==> src/pkg/sms_pkg.sv <==
// Package for the step mode supervisor: constants, map and carriers
`default_nettype none
package sms_pkg;
   // Scan cycle timing
   localparam int unsigned CLK_HZ = 40000000;
   localparam int unsigned SCAN_TIME_US = 100;
   localparam int unsigned SCAN_CYC = SCAN_TIME_US * (CLK_HZ / 1000000);
   localparam int unsigned SCAN_CW = 16;

   // Widths
   localparam int unsigned STEP_W = 10;
   localparam int unsigned ADDR_W = 4;
   localparam int unsigned DATA_W = 16;
   localparam int unsigned HIST_N = 8;

   // Reserved homing step range
   localparam logic [STEP_W-1:0] HOME_STEP_LO = 10'h00A;
   localparam logic [STEP_W-1:0] HOME_STEP_HI = 10'h013;

   // Register word addresses
   localparam logic [ADDR_W-1:0] CTRL_ADDR = 4'h0;
   localparam logic [ADDR_W-1:0] AUTO_LOW_ADDR = 4'h1;
   localparam logic [ADDR_W-1:0] AUTO_HIGH_ADDR = 4'h2;
   localparam logic [ADDR_W-1:0] STATUS_ADDR = 4'h3;
   localparam logic [ADDR_W-1:0] HIST_BASE_ADDR = 4'h8;

   // Control register fields
   localparam int unsigned CTRL_INIT_BIT = 0;
   localparam int unsigned CTRL_KEEP_BIT = 1;
   localparam int unsigned CTRL_MON_BIT = 2;

   // Reset values
   localparam logic [2:0] CTRL_RST = 3'h0;
   localparam logic [STEP_W-1:0] AUTO_LOW_RST = 10'h014;
   localparam logic [STEP_W-1:0] AUTO_HIGH_RST = 10'h38F;

   // Operating modes, one-hot
   typedef enum logic [4:0] {
      SMS_MANUAL = 5'h01,
      SMS_HOMING = 5'h02,
      SMS_SINGLE = 5'h04,
      SMS_CYCLE = 5'h08,
      SMS_CONT = 5'h10
   } sms_mode_t;

   // Operator panel pins
   typedef struct packed {
      logic manual;
      logic homing;
      logic single;
      logic cycle;
      logic cont;
      logic home_start;
      logic auto_start;
      logic auto_stop;
      logic zero_point_condition;
      logic at_zero;
   } sms_panel_t;

   // Flags driven to the step sequence
   typedef struct packed {
      logic transition_inhibit;
      logic transition_start;
      logic start_pulse;
      logic homing_done;
      logic step_active_status;
      logic step_monitor_enable;
   } sms_flags_t;
endpackage
`default_nettype wire

==> src/rtl/sms_supervisor.sv <==
// Step mode supervisor: mode flags, mode change resets, step history
//
// Behaviour
// - Inhibit flag set blocks every step from advancing.
// - Manual mode keeps the inhibit flag set.
// - Homing and one-cycle: inhibit set from auto stop to auto start.
// - Single step: inhibit stays set until an auto start.
// - Continuous: inhibit set entering run, cleared by auto start; the code keeps the previous inhibit value on entry.
// - Manual and homing keep the start flag cleared.
// - Single step and one-cycle: auto start sets the start flag.
// - Continuous: start flag set on auto start, cleared on stop.
// - Each auto start gives one start pulse only; the code gives none in manual or homing mode.
// - Homing-done flag marks the end of the homing sequence.
// - Continuous: leaving auto initial step needs the zero-point flag.
// - Off zero, listed changes without keep: reset steps and outputs.
// - Same changes with keep set: reset step, keep outputs.
// - At zero, homing to manual: reset step, keep outputs.
// - Step-active flag set while monitor enable is set and any step is active.
// - Monitor keeps current plus seven previous active step numbers.
// - Running mode initialisation forces monitor enable every scan.
// - Initial steps zero, one, two enter manual, homing, auto.
// - Steps ten to nineteen reserved; homing refused while active.
// - Auto refused while homing done or auto range step active.
//
// Added by the designer: the register offsets and the strobed register port.
`timescale 1ns/1ps
`default_nettype none
module sms_supervisor (
   input wire logic clock_i,
   input wire logic arst_n_i,
   input wire sms_pkg::sms_panel_t panel_i,
   input wire logic step_valid_i,
   input wire logic [sms_pkg::STEP_W-1:0] step_num_i,
   input wire logic homing_finish_i,
   input wire logic [sms_pkg::ADDR_W-1:0] addr_i,
   input wire logic [sms_pkg::DATA_W-1:0] wdata_i,
   input wire logic wr_i,
   input wire logic rd_i,
   output logic [sms_pkg::DATA_W-1:0] rdata_o,
   output sms_pkg::sms_flags_t flags_o,
   output logic [2:0] init_step_o,
   output logic step_reset_o,
   output logic output_reset_o,
   output logic scan_tick_o
);
   // Pin synchroniser; first stage read only by the second
   sms_pkg::sms_panel_t sync1_q;
   sms_pkg::sms_panel_t pin_q;
   sms_pkg::sms_panel_t pin_prev_q;
   always_ff @(posedge clock_i or negedge arst_n_i) begin
      if (!arst_n_i) begin
         sync1_q <= '0;
         pin_q <= '0;
         pin_prev_q <= '0;
      end else begin
         sync1_q <= panel_i;
         pin_q <= sync1_q;
         pin_prev_q <= pin_q;
      end
   end

   // Button edges
   wire logic start_edge = pin_q.auto_start & ~pin_prev_q.auto_start;
   wire logic stop_edge = pin_q.auto_stop & ~pin_prev_q.auto_stop;
   wire logic home_edge = pin_q.home_start & ~pin_prev_q.home_start;

   // Scan divider: one-cycle enable per scan
   logic [sms_pkg::SCAN_CW-1:0] scan_cnt_q;
   wire logic scan_tick =
      (scan_cnt_q == sms_pkg::SCAN_CW'(sms_pkg::SCAN_CYC - 1));
   always_ff @(posedge clock_i or negedge arst_n_i) begin
      if (!arst_n_i) begin
         scan_cnt_q <= '0;
      end else begin
         scan_cnt_q <= scan_tick ? '0 : scan_cnt_q + 1'b1;
      end
   end

   // Software registers
   logic [2:0] ctrl_q;
   logic [sms_pkg::STEP_W-1:0] auto_low_q;
   logic [sms_pkg::STEP_W-1:0] auto_high_q;
   wire logic init_run = ctrl_q[sms_pkg::CTRL_INIT_BIT];
   wire logic keep_outputs = ctrl_q[sms_pkg::CTRL_KEEP_BIT];
   always_ff @(posedge clock_i or negedge arst_n_i) begin
      if (!arst_n_i) begin
         ctrl_q <= sms_pkg::CTRL_RST;
         auto_low_q <= sms_pkg::AUTO_LOW_RST;
         auto_high_q <= sms_pkg::AUTO_HIGH_RST;
      end else if (wr_i) begin
         if (addr_i == sms_pkg::CTRL_ADDR) ctrl_q <= wdata_i[2:0];
         if (addr_i == sms_pkg::AUTO_LOW_ADDR)
            auto_low_q <= wdata_i[sms_pkg::STEP_W-1:0];
         if (addr_i == sms_pkg::AUTO_HIGH_ADDR)
            auto_high_q <= wdata_i[sms_pkg::STEP_W-1:0];
      end
   end

   // Range test, used for homing and auto ranges
   function automatic logic in_range(input logic [sms_pkg::STEP_W-1:0] n,
                                     input logic [sms_pkg::STEP_W-1:0] lo,
                                     input logic [sms_pkg::STEP_W-1:0] hi);
      in_range = (n >= lo) && (n <= hi);
   endfunction

   // Per-scan gathering of step activity reported by the sequence
   wire logic cur_home = step_valid_i &&
      in_range(step_num_i, sms_pkg::HOME_STEP_LO, sms_pkg::HOME_STEP_HI);
   wire logic cur_auto = step_valid_i &&
      in_range(step_num_i, auto_low_q, auto_high_q);
   logic acc_any_q;
   logic acc_home_q;
   logic acc_auto_q;
   logic [sms_pkg::STEP_W-1:0] acc_last_q;
   // Totals of the scan ending now, so a tick never acts a scan late
   wire logic scan_any = acc_any_q | step_valid_i;
   wire logic scan_home = acc_home_q | cur_home;
   wire logic scan_auto = acc_auto_q | cur_auto;
   wire logic [sms_pkg::STEP_W-1:0] last_d =
      step_valid_i ? step_num_i : acc_last_q;
   always_ff @(posedge clock_i or negedge arst_n_i) begin
      if (!arst_n_i) begin
         acc_any_q <= 1'b0;
         acc_home_q <= 1'b0;
         acc_auto_q <= 1'b0;
         acc_last_q <= '0;
      end else begin
         acc_any_q <= scan_any & ~scan_tick;
         acc_home_q <= scan_home & ~scan_tick;
         acc_auto_q <= scan_auto & ~scan_tick;
         acc_last_q <= last_d;
      end
   end

   // Buttons held pending until the scan uses them; a press wins
   logic start_pend_q;
   logic stop_pend_q;
   logic home_pend_q;
   wire logic start_evt = start_pend_q | start_edge;
   wire logic stop_evt = stop_pend_q | stop_edge;
   wire logic home_evt = home_pend_q | home_edge;
   always_ff @(posedge clock_i or negedge arst_n_i) begin
      if (!arst_n_i) begin
         start_pend_q <= 1'b0;
         stop_pend_q <= 1'b0;
         home_pend_q <= 1'b0;
      end else begin
         start_pend_q <= start_evt & ~scan_tick;
         stop_pend_q <= stop_evt & ~scan_tick;
         home_pend_q <= home_evt & ~scan_tick;
      end
   end

   // Mode select, manual has priority over the other switches
   sms_pkg::sms_mode_t mode_q;
   wire sms_pkg::sms_mode_t mode_d =
      pin_q.manual ? sms_pkg::SMS_MANUAL :
      pin_q.homing ? sms_pkg::SMS_HOMING :
      pin_q.single ? sms_pkg::SMS_SINGLE :
      pin_q.cycle ? sms_pkg::SMS_CYCLE :
      pin_q.cont ? sms_pkg::SMS_CONT : mode_q;
   wire logic was_auto = (mode_q == sms_pkg::SMS_SINGLE) ||
      (mode_q == sms_pkg::SMS_CYCLE) || (mode_q == sms_pkg::SMS_CONT);
   wire logic now_auto = (mode_d == sms_pkg::SMS_SINGLE) ||
      (mode_d == sms_pkg::SMS_CYCLE) || (mode_d == sms_pkg::SMS_CONT);
   wire logic now_manual = (mode_d == sms_pkg::SMS_MANUAL);
   wire logic now_homing = (mode_d == sms_pkg::SMS_HOMING);

   // Mode change classes
   wire logic chg_reset = ~pin_q.at_zero &&
      (((mode_q == sms_pkg::SMS_MANUAL) && now_homing) ||
       (was_auto && (now_manual || now_homing)));
   wire logic chg_home_man = pin_q.at_zero &&
      (mode_q == sms_pkg::SMS_HOMING) && now_manual;

   // Initial step gating
   wire logic homing_allowed = ~scan_home;
   wire logic auto_allowed = ~flags_o.homing_done & ~scan_auto;

   // Next flag values, evaluated at the scan tick
   logic inhibit_d;
   logic tstart_d;
   logic zpc_gate;
   always_comb begin
      inhibit_d = flags_o.transition_inhibit;
      tstart_d = flags_o.transition_start;
      unique case (mode_d)
         sms_pkg::SMS_MANUAL: begin
            inhibit_d = 1'b1;
            tstart_d = 1'b0;
         end
         sms_pkg::SMS_HOMING: begin
            if (stop_evt) inhibit_d = 1'b1;
            if (start_evt) inhibit_d = 1'b0;
            tstart_d = 1'b0;
         end
         sms_pkg::SMS_SINGLE: begin
            // One scan of release per press keeps single stepping
            inhibit_d = ~start_evt;
            tstart_d = start_evt;
         end
         sms_pkg::SMS_CYCLE: begin
            if (stop_evt) inhibit_d = 1'b1;
            if (start_evt) inhibit_d = 1'b0;
            tstart_d = start_evt;
         end
         sms_pkg::SMS_CONT: begin
            if (start_evt) inhibit_d = 1'b0;
            if (start_evt) tstart_d = 1'b1;
            else if (stop_evt) tstart_d = 1'b0;
         end
      endcase
   end

   // Continuous mode leaves the auto initial step only on zero-point
   always_comb begin
      zpc_gate = (mode_d != sms_pkg::SMS_CONT) ||
         pin_q.zero_point_condition;
   end

   // Mode flags, set only at the scan tick; the start pulse clears one clock later
   always_ff @(posedge clock_i or negedge arst_n_i) begin
      if (!arst_n_i) begin
         mode_q <= sms_pkg::SMS_MANUAL;
         flags_o.transition_inhibit <= 1'b1;
         flags_o.transition_start <= 1'b0;
         flags_o.start_pulse <= 1'b0;
      end else if (scan_tick) begin
         mode_q <= mode_d;
         flags_o.transition_inhibit <= inhibit_d;
         flags_o.transition_start <= tstart_d & zpc_gate;
         flags_o.start_pulse <= start_evt & now_auto;
      end else begin
         flags_o.start_pulse <= 1'b0; // One clock only
      end
   end

   // Homing completion; the finish pulse wins over a new homing start
   always_ff @(posedge clock_i or negedge arst_n_i) begin
      if (!arst_n_i) begin
         flags_o.homing_done <= 1'b0;
      end else if (homing_finish_i) begin
         flags_o.homing_done <= 1'b1;
      end else if (home_evt && scan_tick && now_homing) begin
         flags_o.homing_done <= 1'b0;
      end
   end

   // Monitor enable and step activity
   wire logic mon_d = init_run | ctrl_q[sms_pkg::CTRL_MON_BIT];
   always_ff @(posedge clock_i or negedge arst_n_i) begin
      if (!arst_n_i) begin
         flags_o.step_monitor_enable <= 1'b0;
         flags_o.step_active_status <= 1'b0;
      end else if (scan_tick) begin
         flags_o.step_monitor_enable <= mon_d;
         flags_o.step_active_status <=
            (init_run | mon_d) & scan_any;
      end
   end

   // Initial steps and mode change resets; resets last one cycle
   always_ff @(posedge clock_i or negedge arst_n_i) begin
      if (!arst_n_i) begin
         init_step_o <= 3'h0;
         step_reset_o <= 1'b0;
         output_reset_o <= 1'b0;
      end else if (scan_tick && init_run) begin
         init_step_o <= {now_auto & auto_allowed,
                         now_homing & homing_allowed,
                         now_manual};
         step_reset_o <= chg_reset | chg_home_man;
         output_reset_o <= chg_reset & ~keep_outputs;
      end else begin
         step_reset_o <= 1'b0;
         output_reset_o <= 1'b0;
         if (!init_run) init_step_o <= 3'h0;
      end
   end

   // Step history, newest in entry zero
   logic [sms_pkg::STEP_W-1:0] hist_q [sms_pkg::HIST_N];
   wire logic hist_push = scan_tick && mon_d &&
      scan_any && (last_d != hist_q[0]);
   always_ff @(posedge clock_i or negedge arst_n_i) begin
      if (!arst_n_i) begin
         hist_q[0] <= '0;
      end else if (hist_push) begin
         hist_q[0] <= last_d;
      end
   end
   genvar g;
   generate
      for (g = 1; g < sms_pkg::HIST_N; g++) begin : g_hist
         always_ff @(posedge clock_i or negedge arst_n_i) begin
            if (!arst_n_i) begin
               hist_q[g] <= '0;
            end else if (hist_push) begin
               hist_q[g] <= hist_q[g-1];
            end
         end
      end
   endgenerate

   // Read decode; unmapped addresses read zero
   localparam int unsigned DW_LOCAL = sms_pkg::DATA_W;
   wire logic hist_sel = addr_i[3];
   wire logic [DW_LOCAL-1:0] rd_mux =
      hist_sel ? DW_LOCAL'(hist_q[addr_i[2:0]]) :
      (addr_i == sms_pkg::CTRL_ADDR) ? DW_LOCAL'(ctrl_q) :
      (addr_i == sms_pkg::AUTO_LOW_ADDR) ? DW_LOCAL'(auto_low_q) :
      (addr_i == sms_pkg::AUTO_HIGH_ADDR) ? DW_LOCAL'(auto_high_q) :
      (addr_i == sms_pkg::STATUS_ADDR) ?
         DW_LOCAL'({mode_q, init_step_o, flags_o}) : '0;
   always_ff @(posedge clock_i or negedge arst_n_i) begin
      if (!arst_n_i) begin
         rdata_o <= '0;
      end else begin
         rdata_o <= rd_i ? rd_mux : '0;
      end
   end

   // Scan tick made visible to the step sequence
   always_ff @(posedge clock_i or negedge arst_n_i) begin
      if (!arst_n_i) scan_tick_o <= 1'b0;
      else scan_tick_o <= scan_tick;
   end
endmodule
`default_nettype wire

==> config.mk <==
export PLATFORM = sky130hd
export DESIGN_NAME = sms_supervisor
export DESIGN_NICKNAME = d
export VERILOG_FILES = /design/src/pkg/sms_pkg.sv /design/src/rtl/sms_supervisor.sv
export SDC_FILE = /design/constraint.sdc
export NUM_CORES = 1
export LEC_CHECK = 0
export BUFFER_PORTS_ARGS = -buffer_cell sky130_fd_sc_hd__buf_4
export CAP_MARGIN = 30
export CORE_MARGIN = 5
export CORE_UTILIZATION = 65
export DETAILED_ROUTE_END_ITERATION = 8
export GPL_TIMING_DRIVEN = 0
export PLACE_DENSITY = 0.86
export SLEW_MARGIN = 20
export SYNTH_ARGS = -nofsm -noshare
export SYNTH_HDL_FRONTEND = slang
export SYNTH_SLANG_ARGS = --single-unit
==> constraint.sdc <==
create_clock -name clock_i -period 6.4 [get_ports clock_i]
set_clock_uncertainty 0.05 [all_clocks]
set_input_delay 0.96 -clock clock_i [delete_from_list [all_inputs] [get_ports clock_i]]
set_output_delay 0.96 -clock clock_i [all_outputs]
set_load 0.02 [all_outputs]
==> key figures, run 1 <==
Critical path
  – Critical path capture point type: flop
  – RR Startpoint: scan_cnt_q[0]$_DFF_PN0_
  – Reg-to-Reg End: hist_q[6]$_DFFE_PN0P_
  – CP Data Arrival Time: 3.28 ns
  – Reg2reg setup slack: 3.65 ns
  – Worst Setup Path Type: input port to flop
  – Crit start category: input port
  – Critical path peak fanout: 10
  – Req. time, crit path: 6.66 ns
  – FF-to-FF path depth: 8

Floorplanning
  – Die ar.: 0.01639 sq mm
  – Die width: 128.0 microns
  – Die H: 128.0 microns
  – Ports: 74
  – Initial Util: 0.6572
  – Total core area: 0.01377 sq mm
  – Core Rows: 43

Synthesis
  – Post-Syn Area: 0.009051 sq mm
  – Seq/Total Area, Yosys: 0.5241
  – Cells after synthesis: 679
  – Number of synthesized flops with an enable pin: 0
  – Prevailing post-synth register cell: dfrtp_1
  – Post-synth top area cell: dfrtp_1
  – Synth warn: 0
  – Area share of the largest cell type after synthesis: 0.4921
  – Syn Area/Cell: 13.33 sq um
  – Synth area leaders: dfrtp_1, mux2_4, mux2_2, mux4_2, dfstp_2
  – Ys async rst share: 1.000
  – FF+latch count, synth: 189
  – Yosys cell types: 55

Placement
  – RePlAce Congestion: 0.9407
  – Placed cell area: 0.009781 sq mm
  – Post-place setup slack: 3.026 ns
  – HPWL after DPL: 14760 microns
  – # port buffers: 62
  – Placed Cells: 923

Global route
  – First-pass GRT wire length: 34050 microns
  – Vias in the first global route: 6268
  – Overall routing resource usage: 0.2729
  – Initial antenna violation count: 0
  – GRT overflow: 0
  – Largest net degree at the start of global routing: 105

Final layout
  – Antenna cell count: 0
  – Filler cells: 846
  – Most common cell after layout, fill and taps aside: dfrtp_1
  – Post-Layout Cell Count: 956
  – Most frequent cells in the layout: dfrtp_1, mux2_4, buf_4
  – Finished layout cell area: 0.01038 sq mm
  – Area Overhead vs Synth: 14.67%
  – Layout Nets: 830
  – Layout cells sized above 1: 0.3505

Timing
  – Pins over their slew limit: 0
  – Worst Slack Setup Final: 3.387 ns
  – Slew @ Worst Pin: 0.7697 ns
  – Final setup fails: 0
  – Unrepaired setup endpoints after global routing: no
  – Tmin final: 3.013 ns
  – Fin. Hold Viols: 0
  – Setup TNS: 0 ns
  – Worst slew margin: 0.4829
  – FMAX: 331.9 MHz
  – Final period utilization: 0.4707
  – Hold WS: 0.2991 ns

Run status
  – Status: complete, no violations

CTS
  – Clock sink count: 189
  – Bufs on Longest Clock Path: 2
  – Post-CTS Resized: 0
  – Root buf cell: clkbuf_16
  – TritonCTS clock tree: done
  – Post-CTS Hold Fix Bufs: 0
  – H-tree Lvls: 4
  – Clock slew at reported path FFs: 0.06 ns
  – Total CTS buffers: 17
  – Clk_lat worst skew: 0.44 ns
  – Post-CTS repair timing setup buffer count: 0

Detailed routing
  – Drc violations: 0
  – Vias per cell: 6.214
  – Detailed Route WL: 21100 microns
  – DR vias: 5941
  – Initial DRC Count: 482
  – DRT Pass-1 Iters: 5
  – Post-DR wirelength/cell: 22.07 microns
  – ANT nets after route: 0

Power and ir drop
  – Pleak: 4.740 nW
  – Worst VDD drop: 253.5 uV
  – Pwr Density: 256.7 mW/mm^2

Hold path
  – Hold Crit Depth: 0
  – Worst hold path class: flop to flop
  – Hold wc startpoint: sync1_q[7]$_DFF_PN0_
  – Hold EP: pin_q[7]$_DFF_PN0_

Run
  – Max_cap viols: 0
[power breakdown]
part	total (W)	switching [W]	internal (W)	leakage, nW
combinational	0.000300	0.000164	0.000136	2.01
sequential	0.00130	0.0000437	0.00126	2.45
clock	0.00106	0.000463	0.000597	0.282
total	0.00266	0.000671	0.00199	4.74
[registers in the layout, indices dropped and copies added, names as in the netlist, 3 cells and up]
name	cells
acc_last_q	10
auto_high_q	10
auto_low_q	10
ctrl_q	3
flags_o	6
hist_q	80
init_step_o	3
mode_q	5
pin_prev_q	3
pin_q	10
rdata_o	14
scan_cnt_q	16
sync1_q	10
[Yosys cell counts, drive strengths merged, types with 2 or more instances]
cell / count
dfrtp: 178
mux2: 120
nor2: 43
o21ai: 28
nand2: 27
inv: 26
nand3: 25
a21oi: 24
mux4: 23
buf: 21
ha: 21
xnor2: 19
and2: 17
clkbuf: 13
dfstp: 11
nor3: 8
a22oi: 7
nand4: 6
xor2: 5
and4: 4
nor2b: 4
o31ai: 4
a31oi: 3
and3: 3
mux2i: 3
nand2b: 3
nor4: 3
o211ai: 3
a211oi: 2
nor3b: 2
nor4b: 2
o2111ai: 2
o311ai: 2
o31a: 2
o41ai: 2
or2: 2
[per-layer routing]
layer / track usage / wire length, microns / up-vias
li1: - / - / 2603
met2: 0.4467 / 10600 / 221
met3: 0.05875 / 1312 / 49
met4: 0.1055 / 596 / 0
met5: 0 / 0 / -
met1: 0.3605 / 8588 / 3068
[worst max-delay path by stage]
stage	start	to	slack, ns	cells after the start
after floorplan	addr_i[1]	rdata_o[7]$_DFF_PN0_	3.73	7
after global placement	addr_i[1]	rdata_o[0]$_DFF_PN0_	3.10	7
after detailed placement	addr_i[1]	rdata_o[0]$_DFF_PN0_	3.03	7
after CTS	addr_i[1]	rdata_o[0]$_DFF_PN0_	3.45	7
after global routing	addr_i[1]	rdata_o[0]$_DFF_PN0_	3.32	7
final	addr_i[1]	rdata_o[0]$_DFF_PN0_	3.39	7
[stage by stage]
step             util  power (W)
2_1_floorplan       -   0.001490
3_5_place_dp   0.7101   0.001612
5_1_grt        0.7535   0.002764
4_1_cts        0.7532   0.002665
6_report       0.7535   0.002664
3_3_place_gp   0.7076   0.001590
[area by class of cell]
class                   instances  area [sq um]  area share
repair buffers                 64         505.5     0.04870
inverters                      26         97.59    0.009403
clock buffers                  19         452.9     0.04364
multi-input cells             431          3943      0.3799
clock inverters                13         140.1     0.01350
plain buffers                  34         271.5     0.02616
flip-flops and latches        189          4743      0.4570
well taps                     180         225.2     0.02170
[worst max-delay path: stages]
cell,delay [ns]
buf_2,0.19
buf_1,0.51
buf_1,0.57
mux4_2,0.43
mux2i_1,0.24
o21ai_0,0.16
and2_1,0.21
[logic make-up after synthesis]
family,count (synthesis),synth area share
other,1,0.0004143
muxes,146,0.2397
adders and majority gates,21,0.02903
xor gates and xnor gates,24,0.02322
buffers and inverters,60,0.04078
DFF,189,0.5241
and+or+nand+nor,154,0.08626
AOI/OAI and AO/OA,84,0.05654
Note: power is estimated with default switching activity, not from simulation.
==> run 2: changes to the inputs <==
- ABC_AREA: unset -> 1
- CORE_UTILIZATION: 65 -> 60
- PLACE_DENSITY: 0.86 -> 0.8
- clock period: 6.4 -> 2.91 ns (I/O delays scaled with it)
==> key figures, run 2 <==
Run status
  – Status: complete, no violations

Global route
  – Initial antenna violation count: 0
  – Largest net degree at the start of global routing: 97
  – Vias in the first global route: 7304
  – First-pass GRT wire length: 36730 microns
  – Overall routing resource usage: 0.2600
  – GRT overflow: 0

Timing
  – Unrepaired setup endpoints after global routing: no
  – Setup TNS: 0 ns
  – FMAX: 421.8 MHz
  – Tmin final: 2.371 ns
  – Fin. Hold Viols: 0
  – Pins over their slew limit: 0
  – Final setup fails: 0
  – Final period utilization: 0.8148
  – Worst slew margin: 0.5286
  – Slew @ Worst Pin: 0.7071 ns

Final layout
  – Top reg by flops: hist_q
  – Antenna cell count: 0
  – Layout cells sized above 1: 0.1219
  – Finished Core Util: 0.7049
  – Layout Nets: 1220
  – Area Overhead vs Synth: 15.47%
  – Most frequent cells in the layout: nand2_1, dfrtp_1, nand3_1
  – Max reg flops: 80
  – Most common cell after layout, fill and taps aside: nand2_1
  – Biggest regs: hist_q: 80 flops, scan_cnt_q: 16 flops, rdata_o: 14 flops

CTS
  – Clock slew at reported path FFs: 0.07 ns
  – Bufs on Longest Clock Path: 2
  – Total CTS buffers: 17
  – H-tree Lvls: 4
  – Root buf cell: clkbuf_16
  – Clk_lat worst skew: 0.44 ns
  – TritonCTS clock tree: done
  – Post-CTS repair timing setup buffer count: 0
  – Clock sink count: 189

Floorplanning
  – Ports: 74
  – Total core area: 0.01453 sq mm
  – Die width: 131.6 microns
  – Die ar.: 0.01732 sq mm
  – Initial Util: 0.6105
  – Die H: 131.6 microns
  – Core Rows: 44

Hold path
  – Hold EP: sync1_q[2]$_DFF_PN0_
  – Hold wc startpoint: panel_i[2]
  – Worst hold path class: input port to flop
  – Hold Crit Depth: 1

Placement
  – HPWL after DPL: 15810 microns
  – RePlAce Congestion: 0.9056
  – # port buffers: 64

Critical path
  – Critical path capture point type: flop
  – CP Data Arrival Time: 2.69 ns
  – Worst Setup Path Type: flop to flop
  – Reg2reg setup slack: 0.54 ns
  – Req. time, crit path: 3.23 ns
  – FF-to-FF path depth: 9
  – Crit start category: flop
  – Critical path peak fanout: 10
  – Reg-to-Reg End: hist_q[59]$_DFFE_PN0P_
  – RR Startpoint: scan_cnt_q[0]$_DFF_PN0_

Synthesis
  – Syn Area/Cell: 8.315 sq um
  – Synth area leaders: dfrtp_1, nand2_1, nand3_1, inv_1, o21ai_0
  – Yosys cell types: 40
  – Prevailing post-synth register cell: dfrtp_1
  – Cells after synthesis: 1067
  – Cell with the most instances after synthesis: nand2_1
  – Post-Syn Area: 0.008872 sq mm
  – Area share of the largest cell type after synthesis: 0.5020
  – Ys async rst share: 1.000
  – FF+latch count, synth: 189
  – Synth top cells by count: nand2_1, dfrtp_1, nand3_1
  – Synth warn: 0
  – Post-synth top area cell: dfrtp_1
  – Number of synthesized flops with an enable pin: 0
  – Seq/Total Area, Yosys: 0.5346

Detailed routing
  – Vias per cell: 5.674
  – Initial DRC Count: 729
  – Detailed Route WL: 22130 microns
  – DR vias: 7654
  – DRT Pass-1 Iters: 5
  – Drc violations: 0
  – ANT nets after route: 0
  – Post-DR wirelength/cell: 16.40 microns

Power and ir drop
  – Pleak: 5.340 nW
  – Worst VDD drop: 447.7 uV
  – Pwr Density: 573.2 mW/mm^2

Run
  – Max_cap viols: 0
run 2: changes by cell type in the layout (fill, tap and decap cells not counted), moves of 23 or more:
cell and change:
inv_1 +73, mux2_2 -48, mux2_4 -72, mux4_2 -23, nand2_1 +291, nand3_1 +93, nor2_1 +29, o21ai_0 +43
o22ai_1 +39
run 2: critical path: stages, from the launching register on:
cell and delay (ns):
dfrtp_1 0.37, ha_1 0.21, nand3_2 0.16, nor2_1 0.28, o2111ai_1 0.24, nor2_1 0.28
buf_4 0.23, buf_2 0.25, nand3_1 0.13, nand2_1 0.11
run 2: logic make-up after synthesis:
logic type,Yosys count,share of synthesized area
AOI/OAI and AO/OA,155,0.09900
xor gates and xnor gates,8,0.007898
adders and majority gates,21,0.02961
buffers and inverters,151,0.07291
DFF,189,0.5346
other,1,0.0004227
and+or+nand+nor,542,0.2555
run 2: layout make-up:
cell class | instances | area [sq um]
plain buffers | 46 | 252.7
clock buffers | 19 | 452.9
clock inverters | 12 | 160.2
fillers | 1180 | 4289
inverters | 105 | 394.1
multi-input cells | 728 | 3486
flip-flops and latches | 189 | 4743
well taps | 184 | 230.2
repair buffers | 66 | 525.5
run 2: timing repair:
item | 4_1_cts | 5_1_grt
resized for setup | 0 | 0
hold endpoints to repair | 21 | 0
hold buffers | 1 | 0
setup endpoints to repair | 0 | 0
run 2: worst max-delay path by stage:
stage                            startpoint                      end  slack, ns
floorplan                      step_valid_i   hist_q[64]$_DFFE_PN0P_       1.07
global placement                   arst_n_i  acc_last_q[0]$_DFF_PN0_       0.19
detailed placement                addr_i[0]     rdata_o[4]$_DFF_PN0_       0.49
CTS                 scan_cnt_q[0]$_DFF_PN0_   hist_q[59]$_DFFE_PN0P_       0.56
global route        scan_cnt_q[0]$_DFF_PN0_   hist_q[21]$_DFFE_PN0P_       0.40
finish              scan_cnt_q[0]$_DFF_PN0_   hist_q[59]$_DFFE_PN0P_       0.54
run 2: metrics by stage:
step	setup slack, ns	area, sq um	hold slack (ns)	total power (W)	instances
after global routing	0.3979	10240	0.03230	0.006115	1349
after global placement	0.1935	9587	0.2821	0.003450	1316
after CTS	0.5628	10240	0.04005	0.005892	1349
final	0.5390	10240	0.05119	0.005872	1349
after floorplan	1.068	8876	0.09091	0.003216	1068
after detailed placement	0.4931	9622	0.2847	0.003480	1317
run 2: report_power, final:
part | internal, W | switching (W) | leakage, nW | total, W
registers | 0.00275 | 0.0000851 | 2.44 | 0.00284
clock network | 0.00140 | 0.00102 | 0.301 | 0.00243
logic | 0.000218 | 0.000389 | 2.60 | 0.000607
total | 0.00438 | 0.00150 | 5.34 | 0.00587
run 2: per-layer routing:
metal / up-vias / part of all wire / GRT usage
li1: 3651 / - / -
met1: 3632 / 0.43 / 0.3652
met2: 331 / 0.47 / 0.4001
met3: 40 / 0.077 / 0.06231
met4: 0 / 0.022 / 0.08800
met5: - / 0 / 0
